### src/inc/dimc_defs.svh
`ifndef DIMC_DEFS_SVH
`define DIMC_DEFS_SVH

`define DIMC_MASK_OFFSET 12'h000
`define DIMC_CLEAR_OFFSET 12'h004
`define DIMC_FLAGS_OFFSET 12'h008
`define DIMC_ACTIVE_OFFSET 12'h00c
`define DIMC_DONE_LSB 0
`define DIMC_ERR_LSB 4
`define DIMC_MASK_RESET 8'h00
`define DIMC_FLAGS_RESET 8'h00
`define DIMC_CLEAR_READ 32'h00000000

`endif

### src/inc/dimc_pkg.sv
package dimc_pkg;

  typedef struct packed {
    logic [3:0] err;
    logic [3:0] done;
  } dimc_flags_s;

  typedef struct packed {
    logic [11:0] paddr;
    logic psel;
    logic penable;
    logic pwrite;
    logic [31:0] pwdata;
  } dimc_apb_req_s;

  typedef struct packed {
    logic [31:0] prdata;
    logic pready;
    logic pslverr;
  } dimc_apb_rsp_s;

  typedef struct packed {
    dimc_flags_s mask;
    dimc_flags_s flags;
    logic [3:0] active;
    logic irq;
    logic [31:0] prdata;
    logic pready;
    logic pslverr;
  } dimc_state_s;

endpackage

### src/hw/dimc_irq_ctl.sv
// Summary of operation
// - One combined interrupt output covers all four streams.
// - Interrupt rises only for status flags whose enable bit is set.
// - Mask bits 3..0 enable done interrupts of streams 3..0.
// - Mask bits 7..4 enable error interrupts of streams 3..0.
// - All mask enables are zero after reset.
// - Mask bits 31..8 read zero; software writes zero there.
// - A single mask register serves all four streams.
// - Writing one to a clear bit resets the matching flag.
// - Writing zero to a clear bit changes nothing.
// - The clear register is write-only; its reads return zero.
// - Clear bits 3..0 clear done flags, bits 7..4 clear error flags.
// - A done flag sets when its stream finishes its transfer.
// - An error flag sets when a stream transfer aborts on error.
// - Status holds error flags in 7..4, done flags in 3..0, at 0x008.
//
// Decided for this implementation: the APB register port.
`timescale 1ns/10ps
`default_nettype none
`include "dimc_defs.svh"

module dimc_irq_ctl
  import dimc_pkg::*;
(
  input wire logic clock, // 10 MHz bus clock
  input wire logic resetn, // Async reset, active low
  input wire logic [11:0] paddr, // APB byte address
  input wire logic psel, // APB select
  input wire logic penable, // APB access phase
  input wire logic pwrite, // APB direction, high write
  input wire logic [31:0] pwdata, // APB write data
  output logic [31:0] prdata, // APB read data
  output logic pready, // APB ready
  output logic pslverr, // APB error on unmapped address
  input wire logic [3:0] stream_done, // Pulse: stream finished transfer
  input wire logic [3:0] stream_error, // Pulse: stream aborted on error
  input wire logic [3:0] stream_active, // Level: stream transfer running
  output logic combined_irq, // Level to interrupt controller
  output logic [7:0] dma_stream_flags // Error and done flags
);

  // ************************************************************
  // Helpers
  // ************************************************************
  function automatic logic is_addr(input logic [11:0] a,
                                   input logic [11:0] off);
    is_addr = (a[11:2] == off[11:2]);
  endfunction

  function automatic logic any_enabled(input dimc_flags_s f,
                                       input dimc_flags_s m);
    any_enabled = |(f & m);
  endfunction

  dimc_state_s state_reg;
  dimc_state_s state_next;
  dimc_flags_s set_ev;
  dimc_flags_s clr_ev;
  dimc_flags_s wr_flags;
  logic [3:0] act_meta_reg;
  logic setup;
  logic wr_en;

  // ************************************************************
  // Next state
  // ************************************************************
  always_comb begin
    state_next = state_reg;
    setup = psel && !penable;
    wr_en = psel && penable && pwrite && state_reg.pready;
    wr_flags = pwdata[7:0];
    set_ev = {stream_error, stream_done};
    clr_ev = '0;
    state_next.pready = 1'b0;
    state_next.pslverr = 1'b0;
    if (setup) begin
      state_next.pready = 1'b1;
      state_next.prdata = 32'h00000000;
      if (is_addr(paddr, `DIMC_MASK_OFFSET)) begin
        state_next.prdata = {24'h000000, state_reg.mask};
      end else if (is_addr(paddr, `DIMC_CLEAR_OFFSET)) begin
        state_next.prdata = `DIMC_CLEAR_READ;
      end else if (is_addr(paddr, `DIMC_FLAGS_OFFSET)) begin
        state_next.prdata = {24'h000000, state_reg.flags};
      end else if (is_addr(paddr, `DIMC_ACTIVE_OFFSET)) begin
        state_next.prdata = {28'h0000000, state_reg.active};
      end else begin
        state_next.pslverr = 1'b1;
      end
    end
    if (wr_en) begin
      if (is_addr(paddr, `DIMC_MASK_OFFSET)) begin
        state_next.mask = wr_flags;
      end else if (is_addr(paddr, `DIMC_CLEAR_OFFSET)) begin
        clr_ev = wr_flags;
      end
    end
    // Set beats clear in the same cycle
    state_next.flags = (state_reg.flags & ~clr_ev) | set_ev;
    state_next.active = act_meta_reg;
    state_next.irq = any_enabled(state_next.flags, state_next.mask);
  end

  // ************************************************************
  // Registers
  // ************************************************************
  always_ff @(posedge clock or negedge resetn) begin
    if (!resetn) begin
      state_reg.mask <= `DIMC_MASK_RESET;
      state_reg.flags <= `DIMC_FLAGS_RESET;
      state_reg.active <= 4'h0;
      state_reg.irq <= 1'b0;
      state_reg.prdata <= 32'h00000000;
      state_reg.pready <= 1'b0;
      state_reg.pslverr <= 1'b0;
      act_meta_reg <= 4'h0;
    end else begin
      state_reg <= state_next;
      act_meta_reg <= stream_active;
    end
  end

  assign prdata = state_reg.prdata;
  assign pready = state_reg.pready;
  assign pslverr = state_reg.pslverr;
  assign combined_irq = state_reg.irq;
  assign dma_stream_flags = state_reg.flags;

  // ************************************************************
  // Checks: bus side
  // ************************************************************
  a_ready_one: assert property (
    @(posedge clock) disable iff (!resetn)
    setup |=> pready ##1 !pready)
    else $error("pready not a single cycle");

  a_ready_after_setup: assert property (
    @(posedge clock) disable iff (!resetn)
    !setup |=> !pready)
    else $error("pready without a setup cycle");

  a_mask_readback: assert property (
    @(posedge clock) disable iff (!resetn)
    (setup && !pwrite && is_addr(paddr, `DIMC_MASK_OFFSET))
      |=> pready && prdata[31:8] == 24'h000000)
    else $error("mask read high bits not zero");

  a_flags_readback: assert property (
    @(posedge clock) disable iff (!resetn)
    (setup && !pwrite && is_addr(paddr, `DIMC_FLAGS_OFFSET))
      |=> pready && prdata == {24'h000000, $past(dma_stream_flags)})
    else $error("status read does not show the flags");

  a_unmapped_err: assert property (
    @(posedge clock) disable iff (!resetn)
    (setup && !is_addr(paddr, `DIMC_MASK_OFFSET)
     && !is_addr(paddr, `DIMC_CLEAR_OFFSET)
     && !is_addr(paddr, `DIMC_FLAGS_OFFSET)
     && !is_addr(paddr, `DIMC_ACTIVE_OFFSET))
      |=> pready && pslverr && prdata == 32'h00000000)
    else $error("unmapped access not refused");

  a_mapped_no_err: assert property (
    @(posedge clock) disable iff (!resetn)
    (setup && (is_addr(paddr, `DIMC_MASK_OFFSET)
     || is_addr(paddr, `DIMC_CLEAR_OFFSET)
     || is_addr(paddr, `DIMC_FLAGS_OFFSET)
     || is_addr(paddr, `DIMC_ACTIVE_OFFSET)))
      |=> pready && !pslverr)
    else $error("mapped access answered with error");

  a_mask_write: assert property (
    @(posedge clock) disable iff (!resetn)
    (wr_en && is_addr(paddr, `DIMC_MASK_OFFSET))
      |=> state_reg.mask == $past(pwdata[7:0]))
    else $error("mask write not stored");

  a_mask_hold: assert property (
    @(posedge clock) disable iff (!resetn)
    !(wr_en && is_addr(paddr, `DIMC_MASK_OFFSET))
      |=> $stable(state_reg.mask))
    else $error("mask changed without a write");

  // ************************************************************
  // Checks: status flags
  // ************************************************************
  a_done_flag_set: assert property (
    @(posedge clock) disable iff (!resetn)
    stream_done[0] |=> dma_stream_flags[0])
    else $error("stream 0 done flag not set");

  a_done_set_s1: assert property (
    @(posedge clock) disable iff (!resetn)
    stream_done[1] |=> dma_stream_flags[1])
    else $error("stream 1 done flag not set");

  a_done_set_s2: assert property (
    @(posedge clock) disable iff (!resetn)
    stream_done[2] |=> dma_stream_flags[2])
    else $error("stream 2 done flag not set");

  a_done_set_s3: assert property (
    @(posedge clock) disable iff (!resetn)
    stream_done[3] |=> dma_stream_flags[3])
    else $error("stream 3 done flag not set");

  a_err_set_s0: assert property (
    @(posedge clock) disable iff (!resetn)
    stream_error[0] |=> dma_stream_flags[4])
    else $error("stream 0 error flag not set");

  a_err_set_s1: assert property (
    @(posedge clock) disable iff (!resetn)
    stream_error[1] |=> dma_stream_flags[5])
    else $error("stream 1 error flag not set");

  a_err_set_s2: assert property (
    @(posedge clock) disable iff (!resetn)
    stream_error[2] |=> dma_stream_flags[6])
    else $error("stream 2 error flag not set");

  a_err_flag_set: assert property (
    @(posedge clock) disable iff (!resetn)
    stream_error[3] |=> dma_stream_flags[7])
    else $error("stream 3 error flag not set");

  a_done_clear_s0: assert property (
    @(posedge clock) disable iff (!resetn)
    (wr_en && is_addr(paddr, `DIMC_CLEAR_OFFSET) && pwdata[0]
     && !stream_done[0]) |=> !dma_stream_flags[0])
    else $error("clear write left stream 0 done flag set");

  a_done_clear_s1: assert property (
    @(posedge clock) disable iff (!resetn)
    (wr_en && is_addr(paddr, `DIMC_CLEAR_OFFSET) && pwdata[1]
     && !stream_done[1]) |=> !dma_stream_flags[1])
    else $error("clear write left stream 1 done flag set");

  a_done_clear_s2: assert property (
    @(posedge clock) disable iff (!resetn)
    (wr_en && is_addr(paddr, `DIMC_CLEAR_OFFSET) && pwdata[2]
     && !stream_done[2]) |=> !dma_stream_flags[2])
    else $error("clear write left stream 2 done flag set");

  a_done_clear_s3: assert property (
    @(posedge clock) disable iff (!resetn)
    (wr_en && is_addr(paddr, `DIMC_CLEAR_OFFSET) && pwdata[3]
     && !stream_done[3]) |=> !dma_stream_flags[3])
    else $error("clear write left stream 3 done flag set");

  a_clear_one: assert property (
    @(posedge clock) disable iff (!resetn)
    (wr_en && is_addr(paddr, `DIMC_CLEAR_OFFSET) && pwdata[4]
     && !stream_error[0]) |=> !dma_stream_flags[4])
    else $error("clear write left stream 0 error flag set");

  a_err_clear_s1: assert property (
    @(posedge clock) disable iff (!resetn)
    (wr_en && is_addr(paddr, `DIMC_CLEAR_OFFSET) && pwdata[5]
     && !stream_error[1]) |=> !dma_stream_flags[5])
    else $error("clear write left stream 1 error flag set");

  a_err_clear_s2: assert property (
    @(posedge clock) disable iff (!resetn)
    (wr_en && is_addr(paddr, `DIMC_CLEAR_OFFSET) && pwdata[6]
     && !stream_error[2]) |=> !dma_stream_flags[6])
    else $error("clear write left stream 2 error flag set");

  a_err_clear_s3: assert property (
    @(posedge clock) disable iff (!resetn)
    (wr_en && is_addr(paddr, `DIMC_CLEAR_OFFSET) && pwdata[7]
     && !stream_error[3]) |=> !dma_stream_flags[7])
    else $error("clear write left stream 3 error flag set");

  a_clear_zero: assert property (
    @(posedge clock) disable iff (!resetn)
    (wr_en && is_addr(paddr, `DIMC_CLEAR_OFFSET) && !pwdata[1]
     && dma_stream_flags[1]) |=> dma_stream_flags[1])
    else $error("zero clear bit changed flag");

  a_set_wins: assert property (
    @(posedge clock) disable iff (!resetn)
    (wr_en && is_addr(paddr, `DIMC_CLEAR_OFFSET) && pwdata[2]
     && stream_done[2]) |=> dma_stream_flags[2])
    else $error("clear beat a same-cycle set");

  a_flags_no_drop: assert property (
    @(posedge clock) disable iff (!resetn)
    !wr_en |=> (dma_stream_flags & $past(dma_stream_flags))
      == $past(dma_stream_flags))
    else $error("flag fell without a clear write");

  // ************************************************************
  // Checks: combined interrupt
  // ************************************************************
  a_irq_follows_mask: assert property (
    @(posedge clock) disable iff (!resetn)
    combined_irq == |($past(state_next.flags) & $past(state_next.mask)))
    else $error("combined irq does not match enabled flags");

  a_irq_level: assert property (
    @(posedge clock) disable iff (!resetn)
    combined_irq |-> (|(dma_stream_flags & state_reg.mask)))
    else $error("combined irq without an enabled flag");

  a_done_irq_s0: assert property (
    @(posedge clock) disable iff (!resetn)
    (dma_stream_flags[0] && state_reg.mask.done[0]) |-> combined_irq)
    else $error("enabled stream 0 done flag gives no irq");

  a_done_irq_s1: assert property (
    @(posedge clock) disable iff (!resetn)
    (dma_stream_flags[1] && state_reg.mask.done[1]) |-> combined_irq)
    else $error("enabled stream 1 done flag gives no irq");

  a_done_irq_s2: assert property (
    @(posedge clock) disable iff (!resetn)
    (dma_stream_flags[2] && state_reg.mask.done[2]) |-> combined_irq)
    else $error("enabled stream 2 done flag gives no irq");

  a_done_irq_s3: assert property (
    @(posedge clock) disable iff (!resetn)
    (dma_stream_flags[3] && state_reg.mask.done[3]) |-> combined_irq)
    else $error("enabled stream 3 done flag gives no irq");

  a_err_irq_s0: assert property (
    @(posedge clock) disable iff (!resetn)
    (dma_stream_flags[4] && state_reg.mask.err[0]) |-> combined_irq)
    else $error("enabled stream 0 error flag gives no irq");

  a_err_irq_s1: assert property (
    @(posedge clock) disable iff (!resetn)
    (dma_stream_flags[5] && state_reg.mask.err[1]) |-> combined_irq)
    else $error("enabled stream 1 error flag gives no irq");

  a_err_irq_s2: assert property (
    @(posedge clock) disable iff (!resetn)
    (dma_stream_flags[6] && state_reg.mask.err[2]) |-> combined_irq)
    else $error("enabled stream 2 error flag gives no irq");

  a_err_irq_s3: assert property (
    @(posedge clock) disable iff (!resetn)
    (dma_stream_flags[7] && state_reg.mask.err[3]) |-> combined_irq)
    else $error("enabled stream 3 error flag gives no irq");

endmodule // dimc_irq_ctl
`default_nettype wire

### config.mk
export PLATFORM = sky130hd
export DESIGN_NAME = dimc_irq_ctl
export DESIGN_NICKNAME = d
export VERILOG_FILES = /design/src/inc/dimc_pkg.sv /design/src/hw/dimc_irq_ctl.sv
export VERILOG_INCLUDE_DIRS = /design/src /design/src/inc
export SDC_FILE = /design/constraint.sdc
export NUM_CORES = 1
export LEC_CHECK = 0
export BUFFER_PORTS_ARGS = -buffer_cell sky130_fd_sc_hd__buf_2
export CORE_MARGIN = 2
export CORE_UTILIZATION = 40
export DETAILED_ROUTE_END_ITERATION = 10
export GPL_ROUTABILITY_DRIVEN = 0
export HOLD_SLACK_MARGIN = 0.03
export PLACE_DENSITY = 0.79
export SLEW_MARGIN = 15
export SYNTH_ARGS = -nofsm -noshare
export SYNTH_HDL_FRONTEND = slang
export SYNTH_SLANG_ARGS = --single-unit
### constraint.sdc
create_clock -name clock -period 2.7 [get_ports clock]
set_input_delay 0.54 -clock clock [delete_from_list [all_inputs] [get_ports clock]]
set_output_delay 0.54 -clock clock [all_outputs]
set_load 0.005 [all_outputs]
# Word-level counts from Yosys, hierarchy flattened
# Cells that the tools add are included.
# classes
n_eq_ne	3
mux	14
bitwise_logic	4
reduce_logical	7
# op_table
operator	count
8-bit 2-to-1 mux	8
10-bit by 2-bit == test with 1-bit output, second input constant	2
8-bit bitwise AND	2
10-bit by 1-bit == test with 1-bit output, second input constant	1
10-bit logical NOT	1
8-bit NOT	1
8-bit bitwise OR	1
8-bit OR reduction	1
1-bit logical AND	4
1-bit 2-to-1 mux	4
4-bit 2-to-1 mux	1
2-bit 2-to-1 mux	1
1-bit logical NOT	1
# word_totals
reg_bits	35
inputBits	61
output_inout_bits	43
word_cells	38

# Logic depth before layout (Yosys ltp)
# Gate-level depths: netlist (run 1).
# depth
depth_word	9
mapped_depth	8
mapped_depth_nobuf	5

# Least setup slack after synthesis (run 1)
# Ideal clock, no wire load.
# synth_timing
path_type	input to register
startpoint	in paddr[2]
endpoint	reg state_reg, in the netlist combined_irq
setup_time_ns	0.139
arrival_ns	2.006
required_ns	2.561
slack_ns	0.556
stages	7
n_path_buf	2
path_cell_list	buf_2 nor3b_1 nand4_2 buf_6 o221ai_2 o22ai_1 or4b_1
# synth_rtl
item	line_no	text
start, declared	dimc_irq_ctl.sv:27	input wire logic [11:0] paddr,
end signal, assigned	dimc_irq_ctl.sv:118	state_reg <= state_next;
end, declared	dimc_irq_ctl.sv:55	dimc_state_s state_reg;

==> qor.txt, run 1 <==
Asr flop ratio synth: 100%
WP data required: 2.85 ns
Clk_lat worst skew: 0.29 ns
Most used DFF post-synth: dfrtp_1
Upper clock frequency limit: 453 MHz
I/O Pins: 104
Largest net degree at the start of global routing: 36
Leak: 1.07 nW
M1 wire length: 1890 µm
GRT Overall Usage: 15.0%
Number of flip-flops in the largest register: 12
Via/cell ratio: 5.00
Rows: 26
Fin. max-slew vios: 0
Slew headroom: 47.9%
Initial antenna violation count: 0
RSZ-0062 raised after global routing: false
Reg clk slew, reported paths: 0.07 ns
CTS tree: built
Fill cell count: 503
Hold-fix buffers at CTS: 0
Final min period: 2.21 ns
CTS sink cnt: 35
Total chip power: 1.02 mW
Critical setup path kind: register to register
Setup_tns: 0 ns
H-tree lvl count: 2
Horiz. Die Dim: 76.2 µm
CTS max path bufs: 2
Worst slew pin tran: 0.782 ns
Status: complete, no violations
IO buf count: 53
Crit path cell chain: nor3b_1 > nand4_2 > buf_4 > o221ai_1 > o22ai_1 > or4b_1
Startpoint types: register
Num CTS Buffers: 5
Seq cells post-synth: 35
Post-route ant nets: 0
Cells after synthesis: 202
Total Wirelength: 4310 µm
Gr ovfl total: 0
Diode count: 0
DP Cell Count: 305
Hpwl dp: 3200 µm
Maximum VDD drop: 0.000203 V
Multi-input gate area: 935 µm²
Final Setup Violations: 0
Wire per inst: 13.8 µm
CP max FO: 16
Top Layer Used: met4
Clock skew: 0.00713 ns
Die Ht: 76.2 µm
Fin crit share: 81.8%
Total number of vias: 1559
CP max-delay cell: or4b_1
Crit. End Element: register
PostCTS Resize Cnt: 0
Distinct cell type count after synthesis: 36
Power Density: 443 nW/µm²
Area Growth Syn to Fin: 11.0%
Met2 Wirelength: 1960 µm
Core Box Area: 5070 µm²
DR iter-0 viols: 112
Synth Cell Area: 2080 µm²
Post-Syn Area per Cell: 10.3 µm²
Post-synth EDFFs: 0
First-pass GRT wire length: 6910 µm
Seq/Total Area, Yosys: 42.0%
Hold Vio Cnt, Final: 0
Register area: 876 µm²
Min-Delay Path Class: input pin to asynchronous set/reset pin
Die area: 5800 µm²
Total length of routed met3 wires: 370 µm
Vias in the first global route: 1440
Worst R2R Path Depth: 6
Critical Path AT: 2.36 ns
Drt drc: 0
Crit path largest cell delay: 0.54 ns
CTS Root Cell: clkbuf_8
Nets@finish: 303
Post-CTS Setup Bufs: 0
Hold Slack: 0.321 ns
Cell Count, Final, Fillers Out: 312
DR pass1 iterations: 4
Initial Utilization: 41.1%
Max cap viols: 0
YS warnings: 0
Share of cells above drive strength 1: 34.3%
[Yosys cell counts (2+ instances only)]
cell       n  share of area (%)
a21boi_0   7                2.5
a21o_1     8                2.9
a31oi_1    4                1.2
buf_2      6                1.4
buf_4     40                 14
clkbuf_1   3               0.54
dfrtp_1   35                 42
mux2_1     8                4.3
mux2i_1    8                3.8
nand2_1   16                2.9
nand3_1    2               0.48
nand4_1    8                2.4
nor2_1     5               0.90
nor4_4     2                2.0
nor4bb_1   8                3.8
o21ai_1    8                1.9
o221ai_1   6                2.5
o22ai_1    3               0.90
or2_2      8                2.4
[critical path, delay by kind of cell, from the launching register on]
family / cells / cell delay (ns)
compound gates: 2 / 0.37
buf+inv: 1 / 0.22
flops: 1 / 0.53
simple gates: 3 / 0.94
[logic make-up (layout without fill, tap and decap cells)]
group | count (synthesis) | after routing | share of synthesized area (%)
other | 1 | 24 | 0.180
buffers and inverters | 52 | 69 | 17.3
AND/OR/NAND/NOR | 57 | 57 | 18.0
multiplexers | 16 | 16 | 8.16
AO/OA/AOI/OAI | 41 | 41 | 14.3
flip-flops | 35 | 35 | 42.0
[power breakdown]
part	leakage, nW	total [mW]	internal (mW)	switching, mW
Clock	0.0470	0.384	0.200	0.184
Combinational	0.599	0.104	0.0419	0.0624
Sequential	0.427	0.536	0.532	0.00412
[worst paths after layout]
| kind | startpoint | endpoint | slack [ns] |
|---|---|---|---|
| setup / recovery | pready$_DFF_PN0_ | combined_irq$_DFF_PN0_ | 0.49 |
| hold / removal | resetn | dma_stream_flags[5]$_DFF_PN0_ | 0.32 |
| setup reg to reg | pready$_DFF_PN0_ | combined_irq$_DFF_PN0_ | 0.49 |
| hold reg to reg | act_meta_reg[0]$_DFF_PN0_ | state_reg[35]$_DFF_PN0_ | 0.34 |
| max in group asynchronous | resetn | act_meta_reg[0]$_DFF_PN0_ | 1.88 |
| min in group clock | act_meta_reg[0]$_DFF_PN0_ | state_reg[35]$_DFF_PN0_ | 0.34 |
[layer usage]
layer	global-route usage [%]	up-vias
li1	-	742
met1	18.6	737
met2	23.6	72
met3	5.57	8
met4	6.36	0
met5	0	-
[layout make-up]
| type | instances | area share (%) |
|---|---|---|
| clock inverter | 1 | 0.216 |
| multi-input combinational | 138 | 40.4 |
| timing repair buffer | 61 | 14.1 |
| sequential | 35 | 37.8 |
| clock buffer | 6 | 3.57 |
| tap | 70 | 3.78 |
| inverter | 1 | 0.162 |
[placed cells by master (no fill, tap or decap), types with 7 or more instances in the layout]
cell and n:
buf_2 53, conb_1 24, o21ai_1 8, mux2i_1 8, nor4bb_1 8, a21boi_0 7
mux2_1 8, buf_4 8, a21o_1 8, or2_2 8, nand2_1 16, dfrtp_1 35
nand4_1 8
[per-stage QoR]
stage / area, µm² / util [%] / worst slack [ns]
floorplan: 2170 / - / 0.556
detailed placement: 2230 / 43.9 / 0.249
CTS: 2310 / 45.6 / 0.500
finish: 2310 / 45.6 / 0.492
global placement: 2230 / 43.9 / 0.274
global route: 2310 / 45.6 / 0.385
Note: power is estimated with default switching activity, not from simulation.
==> run 2, diff against run 1 <==
--- a/config.mk
+++ b/config.mk
@@ -12,7 +12,7 @@
 export DETAILED_ROUTE_END_ITERATION = 10
 export GPL_ROUTABILITY_DRIVEN = 0
 export HOLD_SLACK_MARGIN = 0.03
-export PLACE_DENSITY = 0.79
+export PLACE_DENSITY = 0.82
 export SLEW_MARGIN = 15
 export SYNTH_ARGS = -nofsm -noshare
 export SYNTH_HDL_FRONTEND = slang
==> constraint.sdc (replaced) <==
create_clock -name clock -period 2 [get_ports clock]
set_input_delay 0.4 -clock clock [delete_from_list [all_inputs] [get_ports clock]]
set_output_delay 0.4 -clock clock [all_outputs]
set_load 0.005 [all_outputs]
==> run 2 against run 1 <==
  * Core utilization increased by 3.4 points
  * Highest routed layer unchanged
  * Largest cell class unchanged
  * Sequential power increased by 35%
  * First-iteration DRC count decreased by 37%
==> qor.txt, run 2 (synthesis gave the netlist of run 1 again) <==
Status: complete, no violations
Total Wirelength: 4630 µm
GRT Overall Usage: 16.5%
Worst slew pin tran: 0.788 ns
Power Density: 557 nW/µm²
Fin. max-slew vios: 0
Via/cell ratio: 4.92
Hpwl dp: 3390 µm
Min-Delay Path Class: input pin to asynchronous set/reset pin
Final min period: 1.98 ns
Clock share of power: 36.3%
Net Switching: 0.356 mW
Fill cell count: 508
Fin crit share: 99.0%
Die Ht: 76.2 µm
Clock skew: 0.00624 ns
Initial Utilization: 41.1%
Upper clock frequency limit: 505 MHz
CTS Root Cell: clkbuf_8
Post-place instance area: 2330 µm²
WP data required: 2.16 ns
Diode count: 0
Final Util: 49.0%
Setup ws final: 0.0192 ns
Share of cells above drive strength 1: 40.9%
Die area: 5800 µm²
I/O Pins: 104
Critical setup path kind: register to register
Critical Path AT: 2.15 ns
Post-route ant nets: 0
Vias in the first global route: 1560
Reg clk slew, reported paths: 0.07 ns
Most common cell after layout, fill and taps aside: buf_2
Rows: 26
Maximum VDD drop: 0.000341 V
DR iter-0 viols: 71
Final Setup Violations: 0
Crit. End Element: register
Max cap viols: 0
CP max FO: 5
Area Growth Syn to Fin: 19.2%
CTS tree: built
Total chip power: 1.39 mW
Final Cell Area: 2480 µm²
Wire per inst: 14.1 µm
H-tree lvl count: 2
IO buf count: 53
First-pass GRT wire length: 7580 µm
Core Box Area: 5070 µm²
Hold Vio Cnt, Final: 0
Seq pwr share: 52.2%
Number of flip-flops in the largest register: 12
Gr ovfl total: 0
Drt drc: 0
Clk_lat worst skew: 0.29 ns
DR pass1 iterations: 4
Startpoint types: register
Leak: 1.16 nW
CTS max path bufs: 2
Slew headroom: 47.4%
Hold-fix buffers at CTS: 0
Largest net degree at the start of global routing: 36
Total number of vias: 1619
Combinational power share: 11.6%
Num CTS Buffers: 5
Nets@finish: 319
Internal power: 1.03 mW
Pre-CTS setup slack: -0.251 ns
CTS sink cnt: 35
Hold Slack: 0.186 ns
Most frequent cells in the layout: 53 x buf_2, 34 x dfrtp_1, 24 x conb_1
Horiz. Die Dim: 76.2 µm
Initial antenna violation count: 0
Sw Share: 25.7%
run 2: changes by cell type in the layout (fill, tap and decap cells not counted), moves of 2 or more:
cell	previous run	this run
buf_6	0	2
o221ai_2	1	3
buf_4	8	22
o221ai_1	6	4
a21boi_0	7	5
a21boi_1	0	2
run 2: through the flow:
step / setup TNS (ns) / std cells
4_1_cts: 0 / 329
5_1_grt: -0.0421 / 329
3_5_place_dp: -0.773 / 319
6_report: 0 / 329
2_1_floorplan: 0 / 225
3_3_place_gp: -0.529 / 319
run 2: layout make-up:
class	count	area, µm²	area share [%]
clock inverters	2	12.5	0.504
inverters	1	3.75	0.151
flip-flops and latches	35	877	35.3
repair buffers	77	453	18.2
clock buffers	6	72.6	2.92
well taps	70	87.6	3.52
multi-input cells	138	978	39.4
run 2: final timing paths:
| path | start | to | slack, ns | depth (start not counted) |
|---|---|---|---|---|
| worst min register to register | act_meta_reg[0]$_DFF_PN0_ | state_reg[35]$_DFF_PN0_ | 0.35 | 0 |
| worst max-delay path | pready$_DFF_PN0_ | combined_irq$_DFF_PN0_ | 0.02 | 6 |
| worst min-delay path | resetn | state_reg[54]$_DFF_PN0_ | 0.19 | 1 |
| min in group clock | stream_active[0] | act_meta_reg[0]$_DFF_PN0_ | 0.21 | 1 |
| max in group asynchronous | resetn | pready$_DFF_PN0_ | 1.27 | 1 |
| worst max register to register | pready$_DFF_PN0_ | combined_irq$_DFF_PN0_ | 0.02 | 6 |
run 2: worst max-delay path, cell delays in order, from the launching register on:
cell and delay [ns]:
dfrtp_2 0.45, nor2b_1 0.14, and4_2 0.27, buf_4 0.17
o221ai_2 0.16, o22ai_1 0.12, or4b_4 0.55
run 2: per-layer routing:
metal	up-vias	share of wire, %	GRT usage, %
met1	764	44	21.4
li1	778	-	-
met4	0	2.1	6.55
met2	69	47	26.0
met3	8	7.0	5.09
met5	-	0	0
run 2: power by group through the flow:
stage	registers (mW)	logic [mW]	clock network [mW]
floorplan	0.736	0.0959	0
global placement	0.736	0.151	0
detailed placement	0.736	0.155	0
CTS	0.722	0.158	0.518
global route	0.723	0.177	0.547
finish	0.723	0.160	0.502
run 2: timing repair:
| item | 4_1_cts | 5_1_grt |
|---|---|---|
| resized for setup | 6 | 7 |
| buffers inserted | 2 | 0 |
| setup endpoints to repair | 1 | 1 |
| pin swaps | 2 | 4 |
